===== config.mk =====
export PLATFORM = sky130hd
export DESIGN_NAME = pfs_port_mux
export DESIGN_NICKNAME = d
export VERILOG_FILES = /design/src/core/pfs_pkg.sv /design/src/core/pfs_port_mux.sv /design/src/core/pfs_sync.sv /design/src/core/pfs_reset_ctl.sv
export VERILOG_INCLUDE_DIRS = /design/src /design/src/core
export SDC_FILE = /design/constraint.sdc
export NUM_CORES = 1
export LEC_CHECK = 0
export BUFFER_PORTS_ARGS = -buffer_cell sky130_fd_sc_hd__buf_2
export CORE_ASPECT_RATIO = 0.5
export CORE_MARGIN = 5
export CORE_UTILIZATION = 60
export CTS_BUF_LIST = sky130_fd_sc_hd__clkbuf_2 sky130_fd_sc_hd__clkbuf_4 sky130_fd_sc_hd__clkbuf_8
export DETAILED_ROUTE_END_ITERATION = 10
export PLACE_DENSITY = 0.83
export SYNTH_ARGS = -nofsm -noshare
export SYNTH_HDL_FRONTEND = slang
export SYNTH_SLANG_ARGS = --single-unit

===== constraint.sdc =====
create_clock -name CLK -period 3.1 [get_ports CLK]
set_input_delay 0.465 -clock CLK [delete_from_list [all_inputs] [get_ports CLK]]
set_output_delay 0.465 -clock CLK [all_outputs]
set_load 0.05 [all_outputs]

===== src/core/pfs_defs.svh =====
`ifndef PFS_DEFS_SVH
`define PFS_DEFS_SVH

// ----------------------------------------
// bus geometry
// ----------------------------------------
`define PFS_AW 5
`define PFS_DW 8
`define PFS_NPORT 5
`define PFS_PIDX_W 3
`define PFS_BW 8
`define PFS_PB_W 7
`define PFS_P2_W 6

// ----------------------------------------
// address split: port index in [4:2], register kind in [1:0]
// ----------------------------------------
`define PFS_IDX_HI 4
`define PFS_IDX_LO 2
`define PFS_KIND_HI 1
`define PFS_KIND_LO 0

// ----------------------------------------
// port indices (byte address = index * 4)
// ----------------------------------------
`define PFS_P2 3'h0
`define PFS_P4 3'h1
`define PFS_P8 3'h2
`define PFS_PA 3'h3
`define PFS_PB 3'h4

// ----------------------------------------
// register kinds within a port
// ----------------------------------------
`define PFS_K_DATA 2'h0
`define PFS_K_DIR 2'h1
`define PFS_K_SEC 2'h2
`define PFS_K_TER 2'h3

// ----------------------------------------
// writable bit masks
// ----------------------------------------
`define PFS_M_NONE 8'h00
`define PFS_M_ALL 8'hFF
`define PFS_M_P2 8'h3F
`define PFS_M_PB 8'h7F
`define PFS_M_P2_SEC 8'h3B
`define PFS_M_P4_SEC 8'h07
`define PFS_M_P4_TER 8'h07
`define PFS_M_P8_SEC 8'hCF
`define PFS_M_P8_TER 8'hFF
`define PFS_M_PA_SEC 8'h0F
`define PFS_M_PB_SEC 8'h07

// ----------------------------------------
// reset values
// ----------------------------------------
`define PFS_RST_REG 8'h00
`define PFS_RST_RDATA 8'h00

`endif


===== src/core/pfs_pkg.sv =====
package pfs_pkg;

  // ----------------------------------------
  // pin function
  // ----------------------------------------
  typedef enum logic [1:0] {
    PFS_FN_PRI,
    PFS_FN_SEC,
    PFS_FN_TER
  } pfs_fn_e;

  // ----------------------------------------
  // peripheral drive towards the pads
  // ----------------------------------------
  typedef struct packed {
    logic slow_clock_out;
    logic fast_clock_out;
    logic [2:0] pulse_out;
    logic serial0_clock_o;
    logic serial0_clock_oe;
    logic serial0_data_out;
    logic serial1_clock_o;
    logic serial1_clock_oe;
    logic serial1_data_out;
    logic uart_a_transmit;
    logic uart_b_transmit;
    logic i2c_data_pull_low;
    logic i2c_clock_pull_low;
  } pfs_periph_out_s;

  // ----------------------------------------
  // pad levels towards the peripherals
  // ----------------------------------------
  typedef struct packed {
    logic serial0_data_in;
    logic serial0_clock_in;
    logic serial1_data_in;
    logic serial1_clock_in;
    logic uart_a_receive;
    logic uart_b_receive;
    logic i2c_data_in;
    logic i2c_clock_in;
    logic [7:0] ext_int;
  } pfs_periph_in_s;

endpackage : pfs_pkg


===== src/core/pfs_port_mux.sv =====
// Operation
// [RL1] alternate function disconnects other pin functions
// [RL2] data register reads pin level always (here port 2 has no pad inputs and reads back its data register)
// [RL3] reset pin low holds system reset
// [RL4] reset pin high releases reset, execution starts
// [RL5] six output bits, one secondary each (here bit 2 has no secondary and its select bit is not writable)
// [RL6] bit0 slow clock, bit1 fast clock
// [RL7] ports 4, 8: secondary or tertiary per bit
// [RL8] ports A, B: secondary per bit
// [RL9] i2c on port8/portB bits 0,1
// [RL10] serial0 tertiary on port4/port8 bits 0-2
// [RL11] serial1 on port8 4-6, port4/A 0-2
// [RL12] uart transmits swap on port8 bits 3,7
// [RL13] software selector per pin, primary after reset
// [RL14] peripheral enable and data replace port values
//
// The implementer's own choices: the placing of the registers and strobed register access.
`timescale 1ns/100ps
`include "pfs_defs.svh"

module pfs_port_mux (
  // clock and reset
  input wire logic CLK,
  input wire logic RESET_N,
  // external reset pin and resulting system reset
  input wire logic EXT_RESET_PIN_N,
  output logic SYS_RESET_N,
  // register port
  input wire logic [`PFS_AW-1:0] ADDR,
  input wire logic [`PFS_DW-1:0] WDATA,
  input wire logic WR,
  input wire logic RD,
  output logic [`PFS_DW-1:0] RDATA,
  // output-only port
  output logic [`PFS_P2_W-1:0] P2_OUT,
  // port 4
  input wire logic [`PFS_BW-1:0] P4_IN,
  output logic [`PFS_BW-1:0] P4_OUT,
  output logic [`PFS_BW-1:0] P4_OE,
  // port 8
  input wire logic [`PFS_BW-1:0] P8_IN,
  output logic [`PFS_BW-1:0] P8_OUT,
  output logic [`PFS_BW-1:0] P8_OE,
  // port A
  input wire logic [`PFS_BW-1:0] PA_IN,
  output logic [`PFS_BW-1:0] PA_OUT,
  output logic [`PFS_BW-1:0] PA_OE,
  // port B
  input wire logic [`PFS_PB_W-1:0] PB_IN,
  output logic [`PFS_PB_W-1:0] PB_OUT,
  output logic [`PFS_PB_W-1:0] PB_OE,
  // peripherals
  input wire pfs_pkg::pfs_periph_out_s PERIPH_OUT,
  output pfs_pkg::pfs_periph_in_s PERIPH_IN
);

  // ----------------------------------------
  // functions
  // ----------------------------------------
  function automatic logic [`PFS_DW-1:0] pfs_wmask(input logic [`PFS_PIDX_W-1:0] p,
                                                   input logic [1:0] k);
    logic [`PFS_DW-1:0] m;
    m = `PFS_M_NONE;
    unique case (k)
      `PFS_K_DATA: m = (p == `PFS_P2) ? `PFS_M_P2 : (p == `PFS_PB) ? `PFS_M_PB : `PFS_M_ALL;
      `PFS_K_DIR: m = (p == `PFS_P2) ? `PFS_M_NONE : (p == `PFS_PB) ? `PFS_M_PB : `PFS_M_ALL;
      `PFS_K_SEC: begin
        unique case (p)
          `PFS_P2: m = `PFS_M_P2_SEC; // [RL5]
          `PFS_P4: m = `PFS_M_P4_SEC; // [RL7]
          `PFS_P8: m = `PFS_M_P8_SEC; // [RL7]
          `PFS_PA: m = `PFS_M_PA_SEC; // [RL8]
          `PFS_PB: m = `PFS_M_PB_SEC; // [RL8]
          default: m = `PFS_M_NONE;
        endcase
      end
      `PFS_K_TER: begin
        if (p == `PFS_P4) begin
          m = `PFS_M_P4_TER; // [RL7]
        end else if (p == `PFS_P8) begin
          m = `PFS_M_P8_TER; // [RL7]
        end
      end
    endcase
    return m;
  endfunction : pfs_wmask

  // tertiary wins when both selects of a bit are set
  function automatic pfs_pkg::pfs_fn_e pfs_fn(input logic sec, input logic ter);
    pfs_pkg::pfs_fn_e f;
    f = ter ? pfs_pkg::PFS_FN_TER : (sec ? pfs_pkg::PFS_FN_SEC : pfs_pkg::PFS_FN_PRI);
    return f;
  endfunction : pfs_fn

  // returns {oe, out} for one 8-bit port
  function automatic logic [2*`PFS_BW-1:0] pfs_mux(
    input logic [`PFS_BW-1:0] sec, input logic [`PFS_BW-1:0] ter,
    input logic [`PFS_BW-1:0] dat, input logic [`PFS_BW-1:0] dir,
    input logic [`PFS_BW-1:0] so, input logic [`PFS_BW-1:0] se,
    input logic [`PFS_BW-1:0] to, input logic [`PFS_BW-1:0] te);
    logic [`PFS_BW-1:0] o;
    logic [`PFS_BW-1:0] e;
    o = '0;
    e = '0;
    for (int i = 0; i < `PFS_BW; i++) begin
      unique case (pfs_fn(sec[i], ter[i]))
        pfs_pkg::PFS_FN_PRI: begin
          o[i] = dat[i];
          e[i] = dir[i];
        end
        pfs_pkg::PFS_FN_SEC: begin
          o[i] = so[i]; // [RL1] [RL14]
          e[i] = se[i];
        end
        pfs_pkg::PFS_FN_TER: begin
          o[i] = to[i]; // [RL1] [RL14]
          e[i] = te[i];
        end
      endcase
    end
    return {e, o};
  endfunction : pfs_mux

  // input to a peripheral from up to three candidate pins
  function automatic logic pfs_pick(input logic [2:0] lv, input logic [2:0] en,
                                    input logic idle);
    return (|en) ? |(lv & en) : idle;
  endfunction : pfs_pick

  // ----------------------------------------
  // reset and pad synchronisers
  // ----------------------------------------
  logic sys_rst_n;
  logic blk_reset_n;
  logic [`PFS_BW-1:0] p4_lv;
  logic [`PFS_BW-1:0] p8_lv;
  logic [`PFS_BW-1:0] pa_lv;
  logic [`PFS_PB_W-1:0] pb_lv;

  pfs_reset_ctl u_reset_ctl (
    .clk(CLK),
    .reset_n(RESET_N),
    .pin_n(EXT_RESET_PIN_N),
    .sys_reset_n(sys_rst_n)
  );

  assign SYS_RESET_N = sys_rst_n;
  // registers reinitialise while the system reset is held
  assign blk_reset_n = RESET_N & sys_rst_n; // [RL3]

  pfs_sync #(.W(3*`PFS_BW+`PFS_PB_W)) u_pad_sync (
    .clk(CLK),
    .reset_n(RESET_N),
    .d({P4_IN, P8_IN, PA_IN, PB_IN}),
    .q({p4_lv, p8_lv, pa_lv, pb_lv})
  );

  // ----------------------------------------
  // register file
  // ----------------------------------------
  logic [`PFS_DW-1:0] dat [`PFS_NPORT];
  logic [`PFS_DW-1:0] dir [`PFS_NPORT];
  logic [`PFS_DW-1:0] sec [`PFS_NPORT];
  logic [`PFS_DW-1:0] ter [`PFS_NPORT];
  logic [`PFS_DW-1:0] next_dat [`PFS_NPORT];
  logic [`PFS_DW-1:0] next_dir [`PFS_NPORT];
  logic [`PFS_DW-1:0] next_sec [`PFS_NPORT];
  logic [`PFS_DW-1:0] next_ter [`PFS_NPORT];
  logic [`PFS_DW-1:0] next_rdata;
  logic [`PFS_PIDX_W-1:0] a_idx;
  logic [1:0] a_kind;
  logic [`PFS_DW-1:0] pin_lv;
  logic [`PFS_DW-1:0] wm;

  assign a_idx = ADDR[`PFS_IDX_HI:`PFS_IDX_LO];
  assign a_kind = ADDR[`PFS_KIND_HI:`PFS_KIND_LO];

  always_comb begin
    next_dat = dat;
    next_dir = dir;
    next_sec = sec;
    next_ter = ter;
    next_rdata = `PFS_RST_RDATA;
    wm = pfs_wmask(a_idx, a_kind);
    unique case (a_idx)
      `PFS_P4: pin_lv = p4_lv;
      `PFS_P8: pin_lv = p8_lv;
      `PFS_PA: pin_lv = pa_lv;
      `PFS_PB: pin_lv = {1'b0, pb_lv};
      default: pin_lv = dat[`PFS_P2];
    endcase
    if (WR && a_idx < `PFS_NPORT) begin
      unique case (a_kind)
        `PFS_K_DATA: next_dat[a_idx] = WDATA & wm;
        `PFS_K_DIR: next_dir[a_idx] = WDATA & wm;
        `PFS_K_SEC: next_sec[a_idx] = WDATA & wm; // [RL13]
        `PFS_K_TER: next_ter[a_idx] = WDATA & wm; // [RL13]
      endcase
    end
    if (RD && a_idx < `PFS_NPORT) begin
      unique case (a_kind)
        `PFS_K_DATA: next_rdata = pin_lv; // [RL2]
        `PFS_K_DIR: next_rdata = dir[a_idx];
        `PFS_K_SEC: next_rdata = sec[a_idx];
        `PFS_K_TER: next_rdata = ter[a_idx];
      endcase
    end
  end

  always_ff @(posedge CLK) begin
    if (!blk_reset_n) begin
      for (int p = 0; p < `PFS_NPORT; p++) begin
        dat[p] <= `PFS_RST_REG;
        dir[p] <= `PFS_RST_REG;
        sec[p] <= `PFS_RST_REG; // [RL13]
        ter[p] <= `PFS_RST_REG; // [RL13]
      end
      RDATA <= `PFS_RST_RDATA;
    end else begin
      dat <= next_dat;
      dir <= next_dir;
      sec <= next_sec;
      ter <= next_ter;
      RDATA <= next_rdata;
    end
  end

  // ----------------------------------------
  // alternate function wiring
  // ----------------------------------------
  pfs_pkg::pfs_periph_out_s po;
  logic [`PFS_BW-1:0] p2_so;
  logic [`PFS_BW-1:0] p4_so, p4_se, p4_to, p4_te;
  logic [`PFS_BW-1:0] p8_so, p8_se, p8_to, p8_te;
  logic [`PFS_BW-1:0] pa_so, pa_se;
  logic [`PFS_BW-1:0] pb_so, pb_se;

  assign po = PERIPH_OUT;
  assign p2_so = {2'b00, po.pulse_out, 1'b0, po.fast_clock_out, po.slow_clock_out}; // [RL6]
  assign p4_so = {5'h00, po.serial1_data_out, po.serial1_clock_o, 1'b0}; // [RL11]
  assign p4_se = {5'h00, 1'b1, po.serial1_clock_oe, 1'b0};
  assign p4_to = {5'h00, po.serial0_data_out, po.serial0_clock_o, 1'b0}; // [RL10]
  assign p4_te = {5'h00, 1'b1, po.serial0_clock_oe, 1'b0};
  // i2c pins are open drain: drive low only
  assign p8_so = {po.uart_a_transmit, 3'b000, po.uart_b_transmit, 3'b000}; // [RL12]
  assign p8_se = {2'b10, 2'b00, 2'b10, po.i2c_clock_pull_low, po.i2c_data_pull_low}; // [RL9]
  assign p8_to = {po.uart_b_transmit, po.serial1_data_out, po.serial1_clock_o, 1'b0,
                  po.uart_a_transmit, po.serial0_data_out, po.serial0_clock_o, 1'b0}; // [RL12]
  assign p8_te = {2'b11, po.serial1_clock_oe, 1'b0,
                  2'b11, po.serial0_clock_oe, 1'b0}; // [RL10] [RL11]
  assign pa_so = {4'h0, po.pulse_out[0], po.serial1_data_out, po.serial1_clock_o, 1'b0};
  assign pa_se = {4'h0, 2'b11, po.serial1_clock_oe, 1'b0}; // [RL11]
  assign pb_so = {5'h00, po.pulse_out[1], 2'b00};
  assign pb_se = {5'h00, 1'b1, po.i2c_clock_pull_low, po.i2c_data_pull_low}; // [RL9]

  // ----------------------------------------
  // pad and peripheral outputs
  // ----------------------------------------
  logic [`PFS_BW-1:0] s4, s8, t4, t8;
  logic [2*`PFS_BW-1:0] m2, m4, m8, ma, mb;
  logic [`PFS_P2_W-1:0] next_p2_out;
  pfs_pkg::pfs_periph_in_s next_periph_in;

  // secondary select is ignored on a bit whose tertiary is set
  assign s4 = sec[`PFS_P4] & ~ter[`PFS_P4];
  assign s8 = sec[`PFS_P8] & ~ter[`PFS_P8];
  assign t4 = ter[`PFS_P4];
  assign t8 = ter[`PFS_P8];

  always_comb begin
    m2 = pfs_mux(sec[`PFS_P2], '0, dat[`PFS_P2], `PFS_M_ALL, p2_so, `PFS_M_ALL, '0, '0); // [RL5]
    m4 = pfs_mux(s4, t4, dat[`PFS_P4], dir[`PFS_P4], p4_so, p4_se, p4_to, p4_te); // [RL7]
    m8 = pfs_mux(s8, t8, dat[`PFS_P8], dir[`PFS_P8], p8_so, p8_se, p8_to, p8_te); // [RL7]
    ma = pfs_mux(sec[`PFS_PA], '0, dat[`PFS_PA], dir[`PFS_PA], pa_so, pa_se, '0, '0); // [RL8]
    mb = pfs_mux(sec[`PFS_PB], '0, dat[`PFS_PB], dir[`PFS_PB], pb_so, pb_se, '0, '0); // [RL8]
    next_p2_out = m2[`PFS_P2_W-1:0];
    next_periph_in.serial0_data_in = pfs_pick({1'b0, p8_lv[0], p4_lv[0]},
                                              {1'b0, t8[0], t4[0]}, 1'b0); // [RL10]
    next_periph_in.serial0_clock_in = pfs_pick({1'b0, p8_lv[1], p4_lv[1]},
                                               {1'b0, t8[1], t4[1]}, 1'b0); // [RL10]
    next_periph_in.serial1_data_in = pfs_pick({pa_lv[0], p8_lv[4], p4_lv[0]},
                                              {sec[`PFS_PA][0], t8[4], s4[0]}, 1'b0); // [RL11]
    next_periph_in.serial1_clock_in = pfs_pick({pa_lv[1], p8_lv[5], p4_lv[1]},
                                               {sec[`PFS_PA][1], t8[5], s4[1]}, 1'b0); // [RL11]
    next_periph_in.uart_a_receive = pfs_pick({2'b00, p8_lv[6]}, {2'b00, s8[6]}, 1'b1);
    next_periph_in.uart_b_receive = pfs_pick({2'b00, p8_lv[2]}, {2'b00, s8[2]}, 1'b1);
    next_periph_in.i2c_data_in = pfs_pick({1'b0, pb_lv[0], p8_lv[0]},
                                          {1'b0, sec[`PFS_PB][0], s8[0]}, 1'b1); // [RL9]
    next_periph_in.i2c_clock_in = pfs_pick({1'b0, pb_lv[1], p8_lv[1]},
                                           {1'b0, sec[`PFS_PB][1], s8[1]}, 1'b1); // [RL9]
    // interrupt inputs are the primary function and always see the pad
    next_periph_in.ext_int = p8_lv;
  end

  // one register stage keeps every pad output glitch free; clocks out are sampled
  always_ff @(posedge CLK) begin
    if (!blk_reset_n) begin
      P2_OUT <= '0;
      P4_OUT <= '0;
      P4_OE <= '0;
      P8_OUT <= '0;
      P8_OE <= '0;
      PA_OUT <= '0;
      PA_OE <= '0;
      PB_OUT <= '0;
      PB_OE <= '0;
      PERIPH_IN <= '0;
    end else begin
      P2_OUT <= next_p2_out;
      P4_OUT <= m4[`PFS_BW-1:0];
      P4_OE <= m4[2*`PFS_BW-1:`PFS_BW];
      P8_OUT <= m8[`PFS_BW-1:0];
      P8_OE <= m8[2*`PFS_BW-1:`PFS_BW];
      PA_OUT <= ma[`PFS_BW-1:0];
      PA_OE <= ma[2*`PFS_BW-1:`PFS_BW];
      PB_OUT <= mb[`PFS_PB_W-1:0];
      PB_OE <= mb[`PFS_BW+`PFS_PB_W-1:`PFS_BW];
      PERIPH_IN <= next_periph_in;
    end
  end

endmodule : pfs_port_mux


===== src/core/pfs_sync.sv =====
`timescale 1ns/100ps

module pfs_sync #(
  parameter int W = 8,
  parameter logic [W-1:0] RST_VAL = '0
) (
  // clock and reset
  input wire logic clk,
  input wire logic reset_n,
  // levels
  input wire logic [W-1:0] d,
  output logic [W-1:0] q
);

  logic [W-1:0] stage1;

  // first stage feeds only the second
  always_ff @(posedge clk) begin
    if (!reset_n) begin
      stage1 <= RST_VAL;
      q <= RST_VAL;
    end else begin
      stage1 <= d;
      q <= stage1;
    end
  end

endmodule : pfs_sync


===== src/core/pfs_reset_ctl.sv =====
`timescale 1ns/100ps

module pfs_reset_ctl (
  // clock and reset
  input wire logic clk,
  input wire logic reset_n,
  // external reset pin, asynchronous to clk
  input wire logic pin_n,
  // system reset, active low
  output logic sys_reset_n
);

  logic pin_sync_n;
  logic next_sys_reset_n;

  pfs_sync #(.W(1), .RST_VAL(1'b0)) u_pin_sync (
    .clk(clk),
    .reset_n(reset_n),
    .d(pin_n),
    .q(pin_sync_n)
  );

  always_comb begin
    next_sys_reset_n = pin_sync_n; // [RL3] [RL4]
  end

  // pin low holds reset, pin high releases it
  always_ff @(posedge clk) begin
    if (!reset_n) begin
      sys_reset_n <= 1'b0;
    end else begin
      sys_reset_n <= next_sys_reset_n;
    end
  end

endmodule : pfs_reset_ctl


* Word-level counts from Yosys, hierarchy flattened
Cells that the tools add are included.
** Operators by class
- Equal/unequal tests :: 81
- Multipliers :: 0
- Reduce and logical (&&, ||, !) cells :: 89
- $lt $le $gt $ge :: 3
- Bitwise gates (word level) :: 15
- Shift operators :: 0
- Div/mod/pow operators :: 0
- Multiplexer cells :: 149
- $add $sub $neg :: 0
** Operators by type and width (count)
- $bwmux W40 :: 4
- $pmux W8 S4 :: 4
- $mux W8 :: 12
- $pmux W1 S3 :: 29
- $pmux W1 S2 :: 39
- $logic_not A2 Y1 :: 38
- $bmux W8 S3 :: 3
- $reduce_or A2 Y1 :: 28
- $eq A1 B2 Y1 const B :: 21
- $mux W1 :: 41
- $eq A2 B2 Y1 const B :: 18
- $eq A2 B1 Y1 const B :: 17
- $mux W2 :: 16
- $reduce_or A3 Y1 :: 10
- $and A8 B8 Y8 :: 3
- $demux W8 S3 :: 1
- $eq A1 B1 Y1 const B :: 21
- $reduce_and A2 Y1 :: 9
- $not A8 Y8 :: 2
- $and A2 B2 Y2 :: 4
- $and A3 B3 Y3 :: 2
- $eq A3 B2 Y1 const B :: 2
- $ge A4 B4 Y1 const B :: 1
- $lt A4 B1 Y1 const B :: 1
- other kinds (7) :: 11
** Word-level totals
- Register bits after elaboration :: 317
- Memory bits (read-only) :: 0
- Bits in latches :: 0
- Output and inout port bits :: 93
- Word-level logic and storage cells :: 381
- Memory bits (writable) :: 0
- Input bits :: 64
- Memories :: 0

* Logic depth before layout (Yosys ltp)
- Word-level depth :: 7
- Gate-level depth with buffers :: 9
- Gate-level depth less buffers :: 5

* Hierarchy
From an unflattened synthesis, not the netlist that was laid out.
** Unflattened totals
- Cells, all modules :: 1172
- Area, all modules :: 11740.0 µm²
** By module, submodules not included
- pfs_port_mux :: area each 9924.5 µm², cells an instance 1036, times used 1, seq. area each 5024.8 µm²
- pfs_sync at u_pad_sync :: area each 1736.7 µm², cells an instance 130, times used 1, seq. area each 1241.2 µm²
- pfs_sync at u_reset_ctl.u_pin_sync :: area each 52.6 µm², cells an instance 4, times used 1, seq. area each 40.0 µm²
- pfs_reset_ctl :: area each 26.3 µm², cells an instance 2, times used 1, seq. area each 20.0 µm²

* Worst setup path before layout
OpenSTA, ideal clock, no wires.
- Path kind :: flip-flop to flip-flop
- From :: register u_reset_ctl.sys_reset_n
- To :: register RDATA[2]
- Period minus slack after synthesis :: 1860 ps
- Path slack :: 1240 ps
- Required time :: 3030 ps
- Cell stages (with the launch flop) :: 6
- Arrival time :: 1791 ps
- Library setup time :: 70 ps
- Path buffers :: 1
- Cell sequence :: dfxtp_1 > and2_1 > clkbuf_1 > nand3_1 > a311o_1 > a21oi_1
** Between the ends
- Longest elaborated chain between the ends :: 2
** Ends and longest elaborated chain
- from (decl) :: RTL line pfs_reset_ctl.sv:10 : output logic sys_reset_n
- from (signal assigned) :: RTL line pfs_reset_ctl.sv:32 : sys_reset_n <= next_sys_reset_n;
- $and A1 B1 Y1 :: RTL line pfs_port_mux.sv:149 : assign blk_reset_n = RESET_N & sys_rst_n;
- $reduce_and A2 Y1 (no source line)
- to (signal assigned) :: RTL line pfs_port_mux.sv:218 : RDATA <= `PFS_RST_RDATA;
- to (signal assigned) :: RTL line pfs_port_mux.sv:224 : RDATA <= next_rdata;
- to (decl) :: RTL line pfs_port_mux.sv:33 : output logic [`PFS_DW-1:0] RDATA,
No other way between the ends.
A chain may end at the register's enable or synchronous reset.

* Worst setup path in the final report
- From :: input port ADDR[4]
- To :: register dir[3] (netlist bit)
** Between the ends
- Longest elaborated chain between the ends :: 6
- Elaborated cells between the ends (all ways) :: 23
- Those cells by class :: order compare: 3; eq/ne: 4; mux: 9; bitwise: 2; reduce/logical: 5
** Ends and longest elaborated chain
- from (decl) :: RTL line pfs_port_mux.sv:29 : input wire logic [`PFS_AW-1:0] ADDR,
- $eq A3 B3 Y1, or another cell as far along :: RTL line pfs_port_mux.sv:68 : unique case (p)
- $reduce_or A2 Y1 (no source line), or another cell as far along
- $pmux W8 S4, or another cell as far along :: RTL line pfs_port_mux.sv:68
- $pmux W8 S4 or $mux W8 (tied branches) :: RTL line pfs_port_mux.sv:64, pfs_port_mux.sv:195
- $and A8 B8 Y8 or $demux W8 S3 (tied branches) :: RTL line pfs_port_mux.sv:195 : `PFS_K_DIR: next_dir[a_idx] = WDATA & wm;
- $bwmux W40 :: RTL line pfs_port_mux.sv:195
- to (signal, indexed assignment) :: RTL line pfs_port_mux.sv:214 : dir[p] <= `PFS_RST_REG;
- to (signal assigned) :: RTL line pfs_port_mux.sv:221 : dir <= next_dir;
- to (decl) :: RTL line pfs_port_mux.sv:162 : logic [`PFS_DW-1:0] dir [`PFS_NPORT];
Several ways; a longest one is shown, not always the timed one.

==> results summary <==
The number of buffers created by CTS is 42. The final sum of negative setup slack came out at 0 ns. The number of buffers added on ports is 156.

The clock tree synthesis step divided the H-tree into 2 levels. In this design, the stage delay of the slowest critical-path cell is 0.70 ns. At the end of routability-driven placement, the weighted congestion stood at 0.9745. The count of different cell masters after synthesis is 66. The worst min-delay path category is in2reg.

The slowest cell on the critical path is nor3b_2. Clock tree synthesis found a total of 316 sinks. The most common cell after layout, fill and taps aside is dfxtp_1. The floorplan core area came out at 0.01866 mm². The number of global-route vias before repair is 8915.

The worst-case clock skew is 0.02483 ns. The total standard cell area after synthesis came out at 0.01154 mm². The signal on the critical path passes through buf_2, nor3b_2, nand3_1, mux2i_1, nor2_1. The library cells used most frequently in the layout, excluding fill and tap cells, are dfxtp_1 (316), buf_2 (155), nor2_1 (135).

In the routed layout, each cell is associated on average with a via count of 5.826. At the placement stage, the worst setup path has a slack of 0.4350 ns. The HPWL after detailed placement is 22.82 mm. The count of flip-flops with a built-in enable after synthesis came out at 0. The number of DRC markers after the initial detailed-route iteration is 1006. At the pin with the least slew margin, the transition time is 0.8495 ns. The adder-cell area share of the yosys netlist is 0%. The die area is 0.02228 mm². The total of max-cap violations is 0. The post-synth net total came out at 1219. The number of hold-repair buffers added at the cts stage is 0.

The global route total overflow came out at 0. Of all nets on the critical path, the largest fanout is 33. The path with the worst hold slack has its endpoint at u_pad_sync.stage1[28]. The post-CTS setup repair buffer count is 0. In this run the power density over the cells is 595.4 mW/mm².

The post-synthesis simple-gate area fraction is 22.16%. The final-report max-slew violation count is 0. The worst register-to-register path begins at u_reset_ctl.sys_reset_n. The area added between synthesis and finish is 15.39%. STA classifies the critical path endpoint as a flop. Summed over all cells, the static leakage comes to 0.005616 µW.

The required arrival time at the worst endpoint is 3.52 ns. In the finished design, the share of the clock period the worst path needs comes to 69.81%. The global-route wire length before repair came out at 50.05 mm. The max-slew headroom at the worst pin is 43.37%. Row generation in the floorplan step produced 35 rows. Setup repair after global routing left no endpoint under its margin. Clock-pin slew was measured on the worst setup and hold paths at 0.07 ns.

After Yosys synthesis, XOR and XNOR cells account for 0.07589% of the synthesized area. The count of final setup violators is 0. The count of warnings emitted by yosys came out at 0.

The number of antenna violations at the first check in global routing came out at 2. The clock period minus worst slack is 2.164 ns. The maximum number of pins on one net before global-route repair came out at 59. By area, the combinational part of the netlist is dominated by simple AND/OR/NAND/NOR gates. In the synthesized netlist the dominant register cell turns out to be dfxtp_1. The starting density of the core is 61.86%.

The filler cell count came out at 1418. For this run, asynchronously set or reset flops after synthesis account for 0%. The endpoint identified for the worst register-to-register timing path is RDATA[2]. The floorplan die width is 206.1 µm.

The maximum VDD drop came out at 0.4031 mV. The cell depth of the worst flop-to-flop path is 5. The die height is 108.1 µm. The number of antenna cells inserted came out at 0. The number of buffers between clock root and the deepest sink came out at 3. Setup slack on the worst reg-to-reg path comes out at 1.00 ns.

The synthesized netlist devotes 8.283% of its cell area to compound gates. TritonCTS built the clock tree. The critical path class is in2reg. The tree is rooted in a clkbuf_8. The flow ran to the end, and the final reports show no timing, DRC or antenna violations. STA classifies the critical path startpoint as an input pin. The overall global routing resource usage is 28.83%.

The worst hold path passes through 2 cells. The number of routed nets with antenna violations came out at 0. The final hold violation count came to 0. The number of DRC violations after detailed routing came out at 0. The portion of netlist area occupied by mux cells is 10.59%.

Counting flops and latches in the post-synthesis netlist gives 316. The vias after detailed routing is 9216. At the later pin of the worst-skew pair, clock insertion delay measures 0.55 ns.

The startpoint identified for the worst hold timing path is P4_IN[5]. The detailed-route wire length per cell came out at 20.57 µm. The data arrival at the endpoint of the critical path came out at 2.58 ns. The worst setup margin is 0.9360 ns. The number of nets at the end of the flow came out at 1357. The routed wire length is 32.55 mm.

The share of the Yosys chip area taken by registers is 54.81%. Counting every instance in the synthesized netlist gives 1155. The fraction of final layout cells sized beyond drive strength 1 came out at 20.33%.

The first TritonRoute pass finished after 5 iterations. The number of resized instances in the post-cts repair step came out at 0. The per-instance average area after synthesis is 9.992 µm². The number of placed I/O pins came out at 157. Based on the critical path, the design can be clocked at up to 462.1 MHz.
cells by family (layout without fill, tap and decap cells):
kind of cell    count (synthesis)  count (layout)
simple gates                  468             468
mux                           122             122
flops                         316             316
compound gates                158             158
buf+inv                        90             258
xor+xnor                        1               1
area by class of cell:
cell class,count,area [µm²],share of cell area (%)
Clock inverter,10,125.1,0.9395
Inverter,9,33.78,0.2537
Sequential cell,316,6326,47.50
Multi-Input combinational cell,749,4752,35.68
Clock buffer,64,830.8,6.238
Timing Repair Buffer,175,925.9,6.952
Tap cell,259,324.1,2.433
per-stage QoR:
stage | power (µW) | std cells | hold slack [ns] | util, % | instance area [µm²]
after global placement | 4528 | 1508 | 0.4152 | 66.26 | 12360
final | 7930 | 1582 | 0.1263 | 71.39 | 13320
after floorplan | 4423 | 1155 | 0.4019 | - | 11540
after CTS | 7963 | 1582 | 0.1029 | 71.39 | 13320
after detailed placement | 4533 | 1508 | 0.4169 | 66.26 | 12360
after global routing | 8213 | 1582 | 0.1007 | 71.39 | 13320
worst max-delay path: cells and delay by family:
family / cells / cell delay [ns]
buffers and inverters: 1 / 0.48
AND/OR/NAND/NOR: 3 / 1.30
multiplexers: 1 / 0.31
how the worst max path moves through the flow:
| stage | start | slack, ns | endpoint | cells past startpoint |
|---|---|---|---|---|
| 6_report | ADDR[4] | 0.94 | dir[3] | 5 |
| 5_1_grt | ADDR[4] | 0.78 | dir[5] | 5 |
| 4_1_cts | ADDR[4] | 1.01 | dir[3] | 5 |
| 3_5_place_dp | ADDR[4] | 0.43 | dat[4] | 5 |
| 3_3_place_gp | ADDR[4] | 0.58 | dir[6] | 5 |
| 2_1_floorplan | u_reset_ctl.sys_reset_n | 1.24 | RDATA[2] | 5 |
synthesized netlist by cell type, types with 2 or more instances:
cell	number	area share (%)
dfxtp_1	316	55
nor2_1	135	4.4
mux2i_1	121	10
and2_1	105	5.7
nand3_1	59	2.6
a21oi_1	54	2.3
nand2_1	47	1.5
clkbuf_1	37	1.2
and3_1	34	1.8
o22ai_1	24	1.3
buf_2	21	0.91
o21ai_0	20	0.87
o21ai_1	19	0.82
nor3b_1	18	1.2
nor4b_1	16	1.2
buf_4	12	0.78
nor3_1	10	0.43
inv_1	9	0.29
buf_6	8	0.78
nand2b_1	8	0.43
a22oi_1	7	0.46
o32ai_1	6	0.46
a31oi_1	5	0.27
nor2b_1	4	0.22
nor4_1	4	0.22
nand4b_1	3	0.23
o211ai_1	3	0.20
o221ai_1	3	0.23
a221oi_1	2	0.15
and3b_4	2	0.22
buf_1	2	0.065
nand2_2	2	0.11
nand3b_1	2	0.13
nand4bb_1	2	0.20
nor3b_2	2	0.22
o31a_1	2	0.15
or4b_4	2	0.24
flip-flops by register name, indices dropped and copies added, names as in the netlist:
register / flops
u_reset_ctl.u_pin_sync.q: 1
t4: 8
u_pad_sync.stage1: 31
u_reset_ctl.sys_reset_n: 1
PA_OUT: 8
P4_OUT: 8
sec: 40
P2_OUT: 6
PB_OUT: 7
P4_OE: 8
P8_OUT: 8
PA_OE: 8
PERIPH_IN: 16
u_reset_ctl.u_pin_sync.stage1: 1
dat: 39
dir: 40
u_pad_sync.q: 31
RDATA: 8
ter: 24
PB_OE: 7
t8: 8
P8_OE: 8
routing by layer:
layer  wire length, µm  vias to the layer above  global-route usage (%)  share of wire (%)
met2             13430                      550                   41.16                 41
met3              4162                       56                   9.769                 13
met1             14380                     4334                   41.88                 44
met4               532                        4                   7.543                1.6
li1                  -                     4272                       -                  -
met5                34                        -                       0               0.10
power breakdown:
group / internal [µW] / total, µW / leakage [µW] / switching [µW]
logic: 119 / 332 / 0.00255 / 213
registers: 4100 / 4120 / 0.00256 / 23.4
clock network: 1960 / 3480 / 0.000509 / 1510
total: 6180 / 7930 / 0.00562 / 1750
(Power assumes the default switching activity.)
